File: src/pkg/preload_regs.svh
/*
  Constants of the boot-time port configuration loader: source word addresses,
  default words, source and destination field positions, and the APB map.
  Assumes it is included by its bare name wherever a constant is needed.
*/
`ifndef PRELOAD_REGS_SVH
`define PRELOAD_REGS_SVH

// word addresses in the configuration memory
`define WADDR_PHY_P0 8'h20
`define WADDR_PHY_STEP 8'h02
`define WADDR_LINK_P0 8'h28
`define WADDR_LINK_P1 8'h2A

// values held while no loaded word overwrites them
`define PHY_WORD_RST 16'h0080
`define LINK_WORD_RST 16'h0000

// port configuration offsets that the fields land in
`define CFG_OFS_PHY 12'h078
`define CFG_OFS_DESKEW 12'h068
`define CFG_OFS_PM 12'h098
`define CFG_OFS_LTSSM 12'h33C

// fields of the fast-training word
`define SW_FTS 7:0
`define SW_DESKEW 9:8
`define SW_SCR 11:10
`define SW_L0S 12
`define SW_SPD_SEL 14:13
`define SW_SPD_EN 15

// fields of the link-training word
`define SW_LTSSM 7:0
`define SW_L1_OPT 12
`define SW_L1_OFF 13
`define SW_CLKREQ 15:14

// destination bits inside the port configuration registers
`define D78_FTS 7:0
`define D78_SCR 9:8
`define D78_L0S 10
`define D78_SPD_SEL 13:12
`define D78_SPD_EN 14
`define D68_DESKEW 14:13
`define D98_L1_OPT 24
`define D98_L1_OFF 25
`define D98_CLKREQ 27:26
`define D33C_LTSSM 7:0

// APB byte offsets and register bit positions
`define APB_CTRL 12'h000
`define APB_STATUS 12'h004
`define APB_IMG78 12'h010
`define APB_IMG68 12'h020
`define APB_IMG_PM 12'h030
`define CTRL_RELOAD 0
`define STAT_DONE 0
`define STAT_BUSY 1
`define STAT_COUNT 15:8

`endif

File: src/pkg/preload_pkg.sv
/*
  Types of the port configuration loader: field carriers and loader states.
  Assumes nothing beyond a SystemVerilog compiler.
*/
`default_nettype none
package preload_pkg;

  typedef struct packed {
    logic [7:0] fts;
    logic [1:0] deskew;
    logic [1:0] scrambler;
    logic l0s;
    logic [1:0] speed_sel;
    logic speed_en;
  } phy_cfg_s;

  typedef struct packed {
    logic [7:0] ltssm_ctl;
    logic l1_power_mgmt_option;
    logic l1_power_mgmt_off;
    logic [1:0] clkreq_ctl;
  } link_cfg_s;

  typedef struct packed {
    logic valid;
    logic [7:0] addr;
    logic [15:0] data;
  } cfg_word_s;

  typedef enum logic [1:0] {
    ST_START,
    ST_LOAD,
    ST_DONE
  } load_state_e;

endpackage
`default_nettype wire

File: src/port_phy_link_config_preload.sv
/*
  Boot-time loader: takes words read from the configuration memory and
  scatters their fields into per-port link and physical-layer configuration,
  with an APB slave for restart and readback.
  Assumes the memory reader runs on clk, presents one word per valid cycle and
  pulses load_end after its last word.
*/
// The APB register port and the address map were left to the implementer.
`timescale 1ns/10ps
`default_nettype none
`include "preload_regs.svh"
module port_phy_link_config_preload
#(
  parameter int NUM_PORTS = 4,
  parameter int NUM_LINK_PORTS = 2
)
(
  input wire logic clk,
  input wire logic rst_n,
  input wire preload_pkg::cfg_word_s word_in,
  input wire logic load_end,
  output logic load_start,
  output logic load_done,
  output preload_pkg::phy_cfg_s [NUM_PORTS-1:0] phy_cfg,
  output preload_pkg::link_cfg_s [NUM_LINK_PORTS-1:0] link_cfg,
  input wire logic psel,
  input wire logic penable,
  input wire logic pwrite,
  input wire logic [11:0] paddr,
  input wire logic [31:0] pwdata,
  output logic pready,
  output logic [31:0] prdata,
  output logic pslverr
);

  typedef struct packed {
    preload_pkg::load_state_e st;
    logic [NUM_LINK_PORTS-1:0][15:0] link_word;
    logic [7:0] words_seen;
    logic load_start;
    logic load_done;
    logic pready;
    logic pslverr;
    logic [31:0] prdata;
  } state_s;

  state_s s;
  state_s next_s;
  logic rst_s;
  logic loading;
  logic clear_fields;
  logic reload_wr;
  logic [NUM_PORTS-1:0] phy_wr;

  reset_release u_reset_release
  (
    .clk(clk),
    .rst_n(rst_n),
    .rst_n_sync(rst_s)
  );

  assign loading = (s.st == preload_pkg::ST_LOAD);
  // restart returns every field to its default before the memory is read again
  assign clear_fields = (s.st == preload_pkg::ST_START);

  genvar p;
  generate
    for (p = 0; p < NUM_PORTS; p++)
    begin : g_port
      assign phy_wr[p] = loading && word_in.valid
        && word_in.addr == 8'(`WADDR_PHY_P0 + `WADDR_PHY_STEP * p);

      port_phy_fields #(
        .RST_WORD(`PHY_WORD_RST)
      ) u_fields
      (
        .clk(clk),
        .rst_n(rst_s),
        .clear(clear_fields),
        .wr_en(phy_wr[p]),
        .wr_data(word_in.data),
        .cfg(phy_cfg[p])
      );
    end
    for (p = 0; p < NUM_LINK_PORTS; p++)
    begin : g_link
      assign link_cfg[p].ltssm_ctl = s.link_word[p][`SW_LTSSM];
      assign link_cfg[p].l1_power_mgmt_option = s.link_word[p][`SW_L1_OPT];
      assign link_cfg[p].l1_power_mgmt_off = s.link_word[p][`SW_L1_OFF];
      assign link_cfg[p].clkreq_ctl = s.link_word[p][`SW_CLKREQ];
    end
  endgenerate

  function automatic logic [31:0] img78(input preload_pkg::phy_cfg_s c);
    logic [31:0] v;
    v = '0;
    v[`D78_FTS] = c.fts;
    v[`D78_SCR] = c.scrambler;
    v[`D78_L0S] = c.l0s;
    v[`D78_SPD_SEL] = c.speed_sel;
    v[`D78_SPD_EN] = c.speed_en;
    return v;
  endfunction

  function automatic logic [31:0] img68(input preload_pkg::phy_cfg_s c);
    logic [31:0] v;
    v = '0;
    v[`D68_DESKEW] = c.deskew;
    return v;
  endfunction

  function automatic logic [31:0] img98(input preload_pkg::link_cfg_s c);
    logic [31:0] v;
    v = '0;
    v[`D98_L1_OPT] = c.l1_power_mgmt_option;
    v[`D98_L1_OFF] = c.l1_power_mgmt_off;
    v[`D98_CLKREQ] = c.clkreq_ctl;
    return v;
  endfunction

  function automatic logic [31:0] img33c(input preload_pkg::link_cfg_s c);
    logic [31:0] v;
    v = '0;
    v[`D33C_LTSSM] = c.ltssm_ctl;
    return v;
  endfunction

  // a write takes effect on the edge that completes the access
  assign reload_wr = psel && penable && s.pready && pwrite && !s.pslverr
    && paddr[11:2] == `APB_CTRL >> 2 && pwdata[`CTRL_RELOAD];

  always_comb
  begin
    logic [31:0] rd;
    logic err;
    logic [1:0] idx;
    rd = '0;
    err = 1'h0;
    idx = paddr[3:2];
    next_s = s;
    next_s.load_start = 1'h0;

    unique case (s.st)
      preload_pkg::ST_START:
      begin
        next_s.load_start = 1'h1;
        next_s.load_done = 1'h0;
        next_s.words_seen = 8'h00;
        for (int i = 0; i < NUM_LINK_PORTS; i++)
          next_s.link_word[i] = `LINK_WORD_RST;
        next_s.st = preload_pkg::ST_LOAD;
      end
      preload_pkg::ST_LOAD:
      begin
        if (word_in.valid)
        begin
          next_s.words_seen = s.words_seen + 8'h01;
          if (word_in.addr == `WADDR_LINK_P0)
            next_s.link_word[0] = word_in.data;
          if (word_in.addr == `WADDR_LINK_P1)
            next_s.link_word[1] = word_in.data;
        end
        // release training only after the last word
        if (load_end)
        begin
          next_s.load_done = 1'h1;
          next_s.st = preload_pkg::ST_DONE;
        end
      end
      preload_pkg::ST_DONE:
      begin
        // reload is refused while a load runs, so a load is never restarted before its last word
        if (reload_wr)
        begin
          next_s.load_done = 1'h0;
          next_s.st = preload_pkg::ST_START;
        end
      end
    endcase

    if (paddr[11:4] == `APB_IMG78 >> 4)
      rd = img78(phy_cfg[idx]);
    else if (paddr[11:4] == `APB_IMG68 >> 4)
      rd = img68(phy_cfg[idx]);
    else if (paddr[11:4] == `APB_IMG_PM >> 4)
      rd = paddr[3] ? img33c(link_cfg[idx[0]]) : img98(link_cfg[idx[0]]);
    else if (paddr[11:2] == `APB_STATUS >> 2)
    begin
      rd[`STAT_DONE] = s.load_done;
      rd[`STAT_BUSY] = s.st != preload_pkg::ST_DONE;
      rd[`STAT_COUNT] = s.words_seen;
    end
    else if (paddr[11:2] != `APB_CTRL >> 2)
      err = 1'h1;

    // access phase answers one cycle after penable rises
    if (psel && penable && !s.pready)
    begin
      next_s.pready = 1'h1;
      next_s.prdata = pwrite ? 32'h0000_0000 : rd;
      next_s.pslverr = err;
    end
    else
    begin
      next_s.pready = 1'h0;
      next_s.prdata = 32'h0000_0000;
      next_s.pslverr = 1'h0;
    end
  end

  always_ff @(posedge clk or negedge rst_s)
  begin
    if (!rst_s)
    begin
      s.st <= preload_pkg::ST_START;
      s.link_word <= {NUM_LINK_PORTS{`LINK_WORD_RST}};
      s.words_seen <= 8'h00;
      s.load_start <= 1'h0;
      s.load_done <= 1'h0;
      s.pready <= 1'h0;
      s.pslverr <= 1'h0;
      s.prdata <= 32'h0000_0000;
    end
    else
      s <= next_s;
  end

  assign load_start = s.load_start;
  assign load_done = s.load_done;
  assign pready = s.pready;
  assign prdata = s.prdata;
  assign pslverr = s.pslverr;

  // readback images of the power-management words, watched by the checks below
  logic [31:0] pm_img0;
  logic [31:0] pm_img1;
  assign pm_img0 = img98(link_cfg[0]);
  assign pm_img1 = img98(link_cfg[1]);
endmodule // port_phy_link_config_preload
`default_nettype wire

File: src/reset_release.sv
/*
  Reset release: asserts asynchronously, releases through two flip-flops.
  Assumes rst_n may change at any time relative to clk.
*/
`timescale 1ns/10ps
`default_nettype none
module reset_release
(
  input wire logic clk,
  input wire logic rst_n,
  output logic rst_n_sync
);

  logic [1:0] stage;

  always_ff @(posedge clk or negedge rst_n)
  begin
    if (!rst_n)
      stage <= 2'h0;
    else
      stage <= {stage[0], 1'h1};
  end

  assign rst_n_sync = stage[1];

endmodule // reset_release
`default_nettype wire

File: src/port_phy_fields.sv
/*
  One port's fast-training word and the physical-layer fields scattered from it.
  Assumes wr_en and clear come from logic on clk, and rst_n is already released
  synchronously.
*/
`timescale 1ns/10ps
`default_nettype none
`include "preload_regs.svh"
module port_phy_fields
#(
  parameter logic [15:0] RST_WORD = `PHY_WORD_RST
)
(
  input wire logic clk,
  input wire logic rst_n,
  input wire logic clear,
  input wire logic wr_en,
  input wire logic [15:0] wr_data,
  output preload_pkg::phy_cfg_s cfg
);

  typedef struct packed {
    logic [15:0] word;
  } state_s;

  state_s s;
  state_s next_s;

  // default until a word is loaded
  always_comb
  begin
    next_s = s;
    if (clear)
      next_s.word = RST_WORD;
    else if (wr_en)
      next_s.word = wr_data;
  end

  always_ff @(posedge clk or negedge rst_n)
  begin
    if (!rst_n)
      s <= '{word: RST_WORD};
    else
      s <= next_s;
  end

  assign cfg.fts = s.word[`SW_FTS];
  assign cfg.deskew = s.word[`SW_DESKEW];
  assign cfg.scrambler = s.word[`SW_SCR];
  assign cfg.l0s = s.word[`SW_L0S];
  assign cfg.speed_sel = s.word[`SW_SPD_SEL];
  assign cfg.speed_en = s.word[`SW_SPD_EN];
endmodule // port_phy_fields
`default_nettype wire

File: config.mk
export PLATFORM = sky130hd
export DESIGN_NAME = port_phy_link_config_preload
export DESIGN_NICKNAME = d
export VERILOG_FILES = /design/src/pkg/preload_pkg.sv /design/src/port_phy_link_config_preload.sv /design/src/reset_release.sv /design/src/port_phy_fields.sv
export VERILOG_INCLUDE_DIRS = /design/src /design/src/pkg
export SDC_FILE = /design/constraint.sdc
export NUM_CORES = 1
export LEC_CHECK = 0
export BUFFER_PORTS_ARGS = -buffer_cell sky130_fd_sc_hd__buf_2
export CORE_ASPECT_RATIO = 1.4
export CORE_MARGIN = 2
export CORE_UTILIZATION = 51
export CTS_CLUSTER_SIZE = 40
export DETAILED_ROUTE_END_ITERATION = 12
export PLACE_DENSITY_LB_ADDON = 0.3
export SKIP_CTS_REPAIR_TIMING = 1
export SLEW_MARGIN = 20
export SYNTH_ARGS = -nofsm -noshare
export SYNTH_HDL_FRONTEND = slang
export SYNTH_SLANG_ARGS = --single-unit
File: constraint.sdc
create_clock -name clk -period 4.3 [get_ports clk]
set_clock_uncertainty 0.05 [all_clocks]
set_input_delay 0.86 -clock clk [delete_from_list [all_inputs] [get_ports clk]]
set_output_delay 0.86 -clock clk [all_outputs]
set_load 0.005 [all_outputs]
==> reports/results.tsv, run 1 <==
stage	metric	value	unit
logic_synthesis	synth_top_area_share	0.485	
clocking	clockBufferDepth	2	
final_layout	drive_gt1_frac	0.340	
grt	use_met1	0.302	
floorplanning	start_util	0.522	
pwr	leakage	3.57	nW
clocking	clock-sinks	123	
floorplanning	ios	199	
grt	gr-total-overflow	0	
logic_synthesis	synth_compound_area_frac	0.103	
worst_setup_path	cp.required	4530	ps
run	max-cap-violations	0	
floorplanning	die_w	96.7	um
timing	hold_slack	177	ps
final_layout	final_nets	713	
grt	grt_max_degree	86	
status	status	finished, final reports clean	
place	hpwl	10.9	mm
logic_synthesis	ys_types	50	
clocking	root_buffer	clkbuf_16	
route	wl_per_cell	19.5	um
floorplanning	dieArea	12900	um^2
logic_synthesis	synth_top_family_by_area	simple AND/OR/NAND/NOR gates	
logic_synthesis	ys_async_sr_fraction	1.00	
logic_synthesis	synthCells	526	
route	viasPerCell	5.69	
timing	relSlewSlack	0.508	
logic_synthesis	ys_seq_area_frac	0.502	
clocking	cts-buffers-inserted	17	
logic_synthesis	yosysWarnings	0	
floorplanning	die_height	134	um
route	drc	0	
floorplanning	rows	47	
timing	finalCritPeriodShare	0.567	
route	wirelength	15.5	mm
logic_synthesis	synthSimpleGateAreaFrac	0.161	
place	io_buffer_count	153	
final_layout	antenna_cells	0	
logic_synthesis	syn_area	6140	um^2
pwr	p_total	3.24	mW
logic_synthesis	synth-seq-cells	123	
logic_synthesis	synth_fa_ha_area_frac	0.00815	
timing	drv_slew	0	
route	firstDrtPassIters	4	
route	dr.first_iter.drc_count	230	
worst_setup_path	crit_arrival	2670	ps
logic_synthesis	synth_mux_area_frac	0.127	
grt	busiest_layer	met2	
worst_setup_path	startpoint_type	flip-flop	
clocking	htree_levels	4	
grt	grt_usage	0.244	
logic_synthesis	synthFlopType	dfrtp_1	
timing	tns	0	ps
pwr	vdd_drop_max	0.319	mV
grt	antenna_found_initial	0	
worst_setup_path	cp_max_fo	85	
grt	use_met2	0.401	
timing	rsz0062_at_grt	no	
final_layout	final_cell_mix	buf_2, dfrtp_1, nand2b_1	
route	vias	4520	
worst_hold_path	hp-class	in -> async	
timing	finalHoldViolations	0	
timing	clock.fmax	410	MHz
final_layout	fin_cells	794	
timing	min_period	2440	ps
final_layout	final_common_cell	buf_2	
place	place_congestion	0.858	
grt	first_global_vias	4690	
pwr	powerDensity	447	nW/um^2
logic_synthesis	synth_enable_flop_cells	0	
clocking	cts_tree	done	
timing	final-setup-viol-count	0	
grt	met3_usage	0.0646	
floorplanning	design.core.area	11800	um^2
worst_setup_path	critPathKind	reg -> reg	
grt	grt_pass1_wl	24.8	mm
timing	tightest_slew	738	ps
clocking	path_clk_slew	50	ps
worst_setup_path	setup.worst_path.end_class	flip-flop	
logic_synthesis	synth-xor-area-share	0.00428	
logic_synthesis	postSynthAreaPerCell	11.7	um^2
logic_synthesis	synthTopCellsByArea	dfrtp_1, buf_4, mux2i_1, mux4_2, nand2b_1	
place	dpl.cell_count	762	
clocking	clkLatencyLatePin	400	ps
logic_synthesis	yosys.area.top_type	dfrtp_1	
final_layout	synthToLayoutAreaGrowth	18.1	%
route	ant_nets	0	
[layout make-up]
class	count	area [um^2]
Tap cell	147	184
Inverter	5	18.8
Sequential cell	123	3090
Fill cell	971	4510
Multi-Input combinational cell	323	2530
Timing Repair Buffer	164	848
Clock buffer	23	468
Clock inverter	9	120
[registers in the layout (all words and copies together) (netlist names)]
signal	flops
u_reset_release.stage	2
pslverr	1
pready	1
load_start	1
s	10
g_port.u_fields.s	64
link_cfg	24
prdata	20
[kinds of logic after synthesis]
| group | count (synthesis) |
|---|---|
| xor+xnor | 3 |
| simple gates | 155 |
| buf+inv | 91 |
| flops | 123 |
| fa+ha+maj | 4 |
| compound gates | 90 |
| other cells | 2 |
| mux | 58 |
[power breakdown]
group          internal, mW  total, mW  leakage, nW  switching, mW
Clock                 0.936       1.43        0.294          0.490
Combinational         0.245      0.597         1.58          0.352
Sequential             1.19       1.22         1.69         0.0331
Total                  2.37       3.24         3.57          0.876
[cells in the mapped netlist (all sizes together), types with 2 or more instances]
cell and count:
a21oi 4, a22o 29, a22oi 3, and2 4, and3 3, buf 65
clkbuf 21, conb 2, dfrtp 119, dfstp 4, ha 4, inv 5
mux2i 42, mux4 16, nand2 9, nand2b 48, nand3b 32, nand4 6
nor2 20, nor2b 2, nor3 10, nor3b 4, nor4 2, o211ai 2
o21ai 34, o2bb2ai 9, o31ai 2, or2 2, or3 4, xor2 3
[per-layer routing]
metal,share of wire,up-vias
li1,-,2038
met5,0,-
met3,0.072,29
met4,0.029,0
met1,0.40,2277
met2,0.50,176
[stage by stage]
step                      utilization  instance area (um^2)  setup WS, ps
after floorplan                     -                  6180           577
after global placement          0.567                  6670          1500
after detailed placement        0.567                  6670          1470
after CTS                       0.617                  7250          1840
after global routing            0.617                  7250          1590
final                           0.617                  7250          1860
[worst paths after layout]
check,start,endpoint,slack [ps],cells after the start
max,s[77],link_cfg[22],1860,7
min,rst_n,u_reset_release.stage[1],180,1
max reg2reg,s[77],link_cfg[22],1860,7
min reg2reg,u_reset_release.stage[1],g_port[0].u_fields.s[4],200,0
max in group asynchronous,u_reset_release.stage[1],prdata[5],3030,1
min in group clk,u_reset_release.stage[0],u_reset_release.stage[1],300,0
[critical path, stage by stage, from the launching register on]
cell and delay, ps:
dfrtp_1 430, inv_1 140, ha_2 170, buf_4 510
nor2b_1 440, a41oi_1 90, buf_4 220, a22o_1 250
(Power assumes the default switching activity.)
==> inputs of run 2 (changes only) <==
==> constraint.sdc (replaced) <==
create_clock -name clk -period 2.5 [get_ports clk]
set_clock_uncertainty 0.05 [all_clocks]
set_input_delay 0.5 -clock clk [delete_from_list [all_inputs] [get_ports clk]]
set_output_delay 0.5 -clock clk [all_outputs]
set_load 0.005 [all_outputs]
==> reports/results.tsv, run 2 (synthesis results as in run 1) <==
stage	metric	value	unit
timing	hold_slack	165	ps
route	dr.first_iter.drc_count	229	
final_layout	final_common_cell	buf_2	
worst_setup_path	cp_max_fo	12	
pwr	vdd_drop_max	0.546	mV
grt	first_global_vias	4675	
final_layout	seqCellArea	3090	um^2
timing	relSlewSlack	0.564	
final_layout	largest_reg_flops	64	
floorplanning	start_util	0.522	
clocking	root_buffer	clkbuf_16	
route	ant_nets	0	
route	firstDrtPassIters	5	
floorplanning	ios	199	
final_layout	final_cell_mix	buf_2, dfrtp_1, nand2b_1	
pwr	powerDensity	787	nW/um^2
status	status	finished, final reports clean	
pwr	combPwrFrac	0.180	
floorplanning	rows	47	
route	vias	4535	
floorplanning	die_w	96.7	um
route	wl_met1	6.36	mm
pwr	sw_frac_of_total	0.265	
final_layout	antenna_cells	0	
floorplanning	dieArea	12900	um^2
final_layout	synthToLayoutAreaGrowth	20.6	%
final_layout	final_util	0.630	
route	viasPerCell	5.68	
clocking	cts-buffers-inserted	17	
final_layout	top_register	g_port.u_fields.s	
final_layout	nFillCells	967	
floorplanning	die_height	134	um
place	io_buffer_count	153	
timing	finalCritPeriodShare	0.901	
timing	final-setup-viol-count	0	
clocking	clockBufferDepth	2	
route	wl_met3	1.05	mm
grt	gr-total-overflow	0	
clocking	path_clk_slew	60	ps
run	max-cap-violations	0	
final_layout	drive_gt1_frac	0.348	
pwr	p_switching	1.54	mW
clocking	clock-sinks	123	
route	wirelength	15.7	mm
worst_setup_path	setup.worst_path.end_class	flip-flop	
pwr	clockPowerShare	0.459	
worst_setup_path	crit_arrival	2490	ps
final_layout	fin_cells	799	
clocking	clkLatencyLatePin	410	ps
route	wl_per_cell	19.7	um
clocking	htree_levels	4	
timing	tightest_slew	654	ps
floorplanning	design.core.area	11800	um^2
timing	finalHoldViolations	0	
pwr	seq_power_share	0.360	
route	wl_met2	7.92	mm
timing	min_period	2250	ps
place	hpwl	11.0	mm
worst_hold_path	hp-class	reg -> async	
worst_setup_path	critPathKind	reg -> reg	
grt	antenna_found_initial	0	
place	place_congestion	0.874	
timing	drv_slew	0	
grt	grt_pass1_wl	25.1	mm
grt	grt_usage	0.246	
grt	grt_max_degree	85	
clocking	cts_tree	done	
timing	rsz0062_at_grt	no	
timing	clock.fmax	444	MHz
timing	tns	0	ps
pwr	leakage	3.63	nW
route	drc	0	
place	dpl.cell_count	766	
worst_setup_path	startpoint_type	flip-flop	
worst_setup_path	cp.required	2740	ps
route	dr.max_layer_used	met4	
final_layout	final_nets	718	
final_layout	multiInputGateArea	2530	um^2
pwr	internal_power	4.29	mW
-- run 2: cell count changes in the layout (fill, tap and decap cells not counted) --
cell and change:
clkinv_4 +1, clkinv_2 -2, clkbuf_1 -3, bufinv_16 +2
buf_12 +4, dlygate4sd3_1 +1, clkinvlp_4 +2
-- run 2: path summary, 6_finish.rpt --
check                                              start                       end  slack [ps]  depth (start not counted)
max in group asynchronous       u_reset_release.stage[1]  g_port[0].u_fields.s[15]        1460                          1
worst max register to register                     s[77]              link_cfg[20]         250                          7
worst max-delay path                               s[77]              link_cfg[20]         250                          7
min in group clk                                 penable                    pready         290                          3
worst min-delay path            u_reset_release.stage[1]   g_port[2].u_fields.s[4]         170                          0
worst min register to register  u_reset_release.stage[1]   g_port[2].u_fields.s[4]         170                          0
-- run 2: routing by layer --
| layer | GRT usage | vias to the layer above |
|---|---|---|
| met5 | 0 | - |
| met4 | 0.0900 | 0 |
| met3 | 0.0688 | 28 |
| met2 | 0.413 | 173 |
| met1 | 0.307 | 2289 |
| li1 | - | 2045 |
-- run 2: metrics by stage --
stage | total power [mW] | cell area [um^2] | setup WS (ps)
2_1_floorplan | 2.88 | 6180 | 291
3_3_place_gp | 3.13 | 6750 | 157
3_5_place_dp | 3.17 | 6750 | 101
4_1_cts | 5.86 | 7400 | 309
5_1_grt | 6.06 | 7410 | 61.9
6_report | 5.83 | 7410 | 248
-- run 2: worst max-delay path, cell delays in order (launching register included) --
cell and delay (ps):
dfrtp_1 430, inv_1 140, ha_1 350, nand2_1 250, nor2_1 280, a41oi_1 150, buf_4 230, a22o_1 250
-- run 2: power by group through the flow --
| stage | Sequential, mW | Clock (mW) | Combinational [mW] |
|---|---|---|---|
| 2_1_floorplan | 2.14 | 0 | 0.734 |
| 3_3_place_gp | 2.13 | 0 | 1.00 |
| 3_5_place_dp | 2.13 | 0 | 1.04 |
| 4_1_cts | 2.10 | 2.71 | 1.04 |
| 5_1_grt | 2.11 | 2.80 | 1.14 |
| 6_report | 2.10 | 2.68 | 1.05 |
-- run 2: cell type report --
| cell class | count | area share |
|---|---|---|
| repair buffers | 169 | 0.127 |
| inverters | 5 | 0.00253 |
| clock buffers | 20 | 0.0617 |
| flip-flops and latches | 123 | 0.417 |
| clock inverters | 12 | 0.0262 |
| multi-input cells | 323 | 0.341 |
| well taps | 147 | 0.0248 |
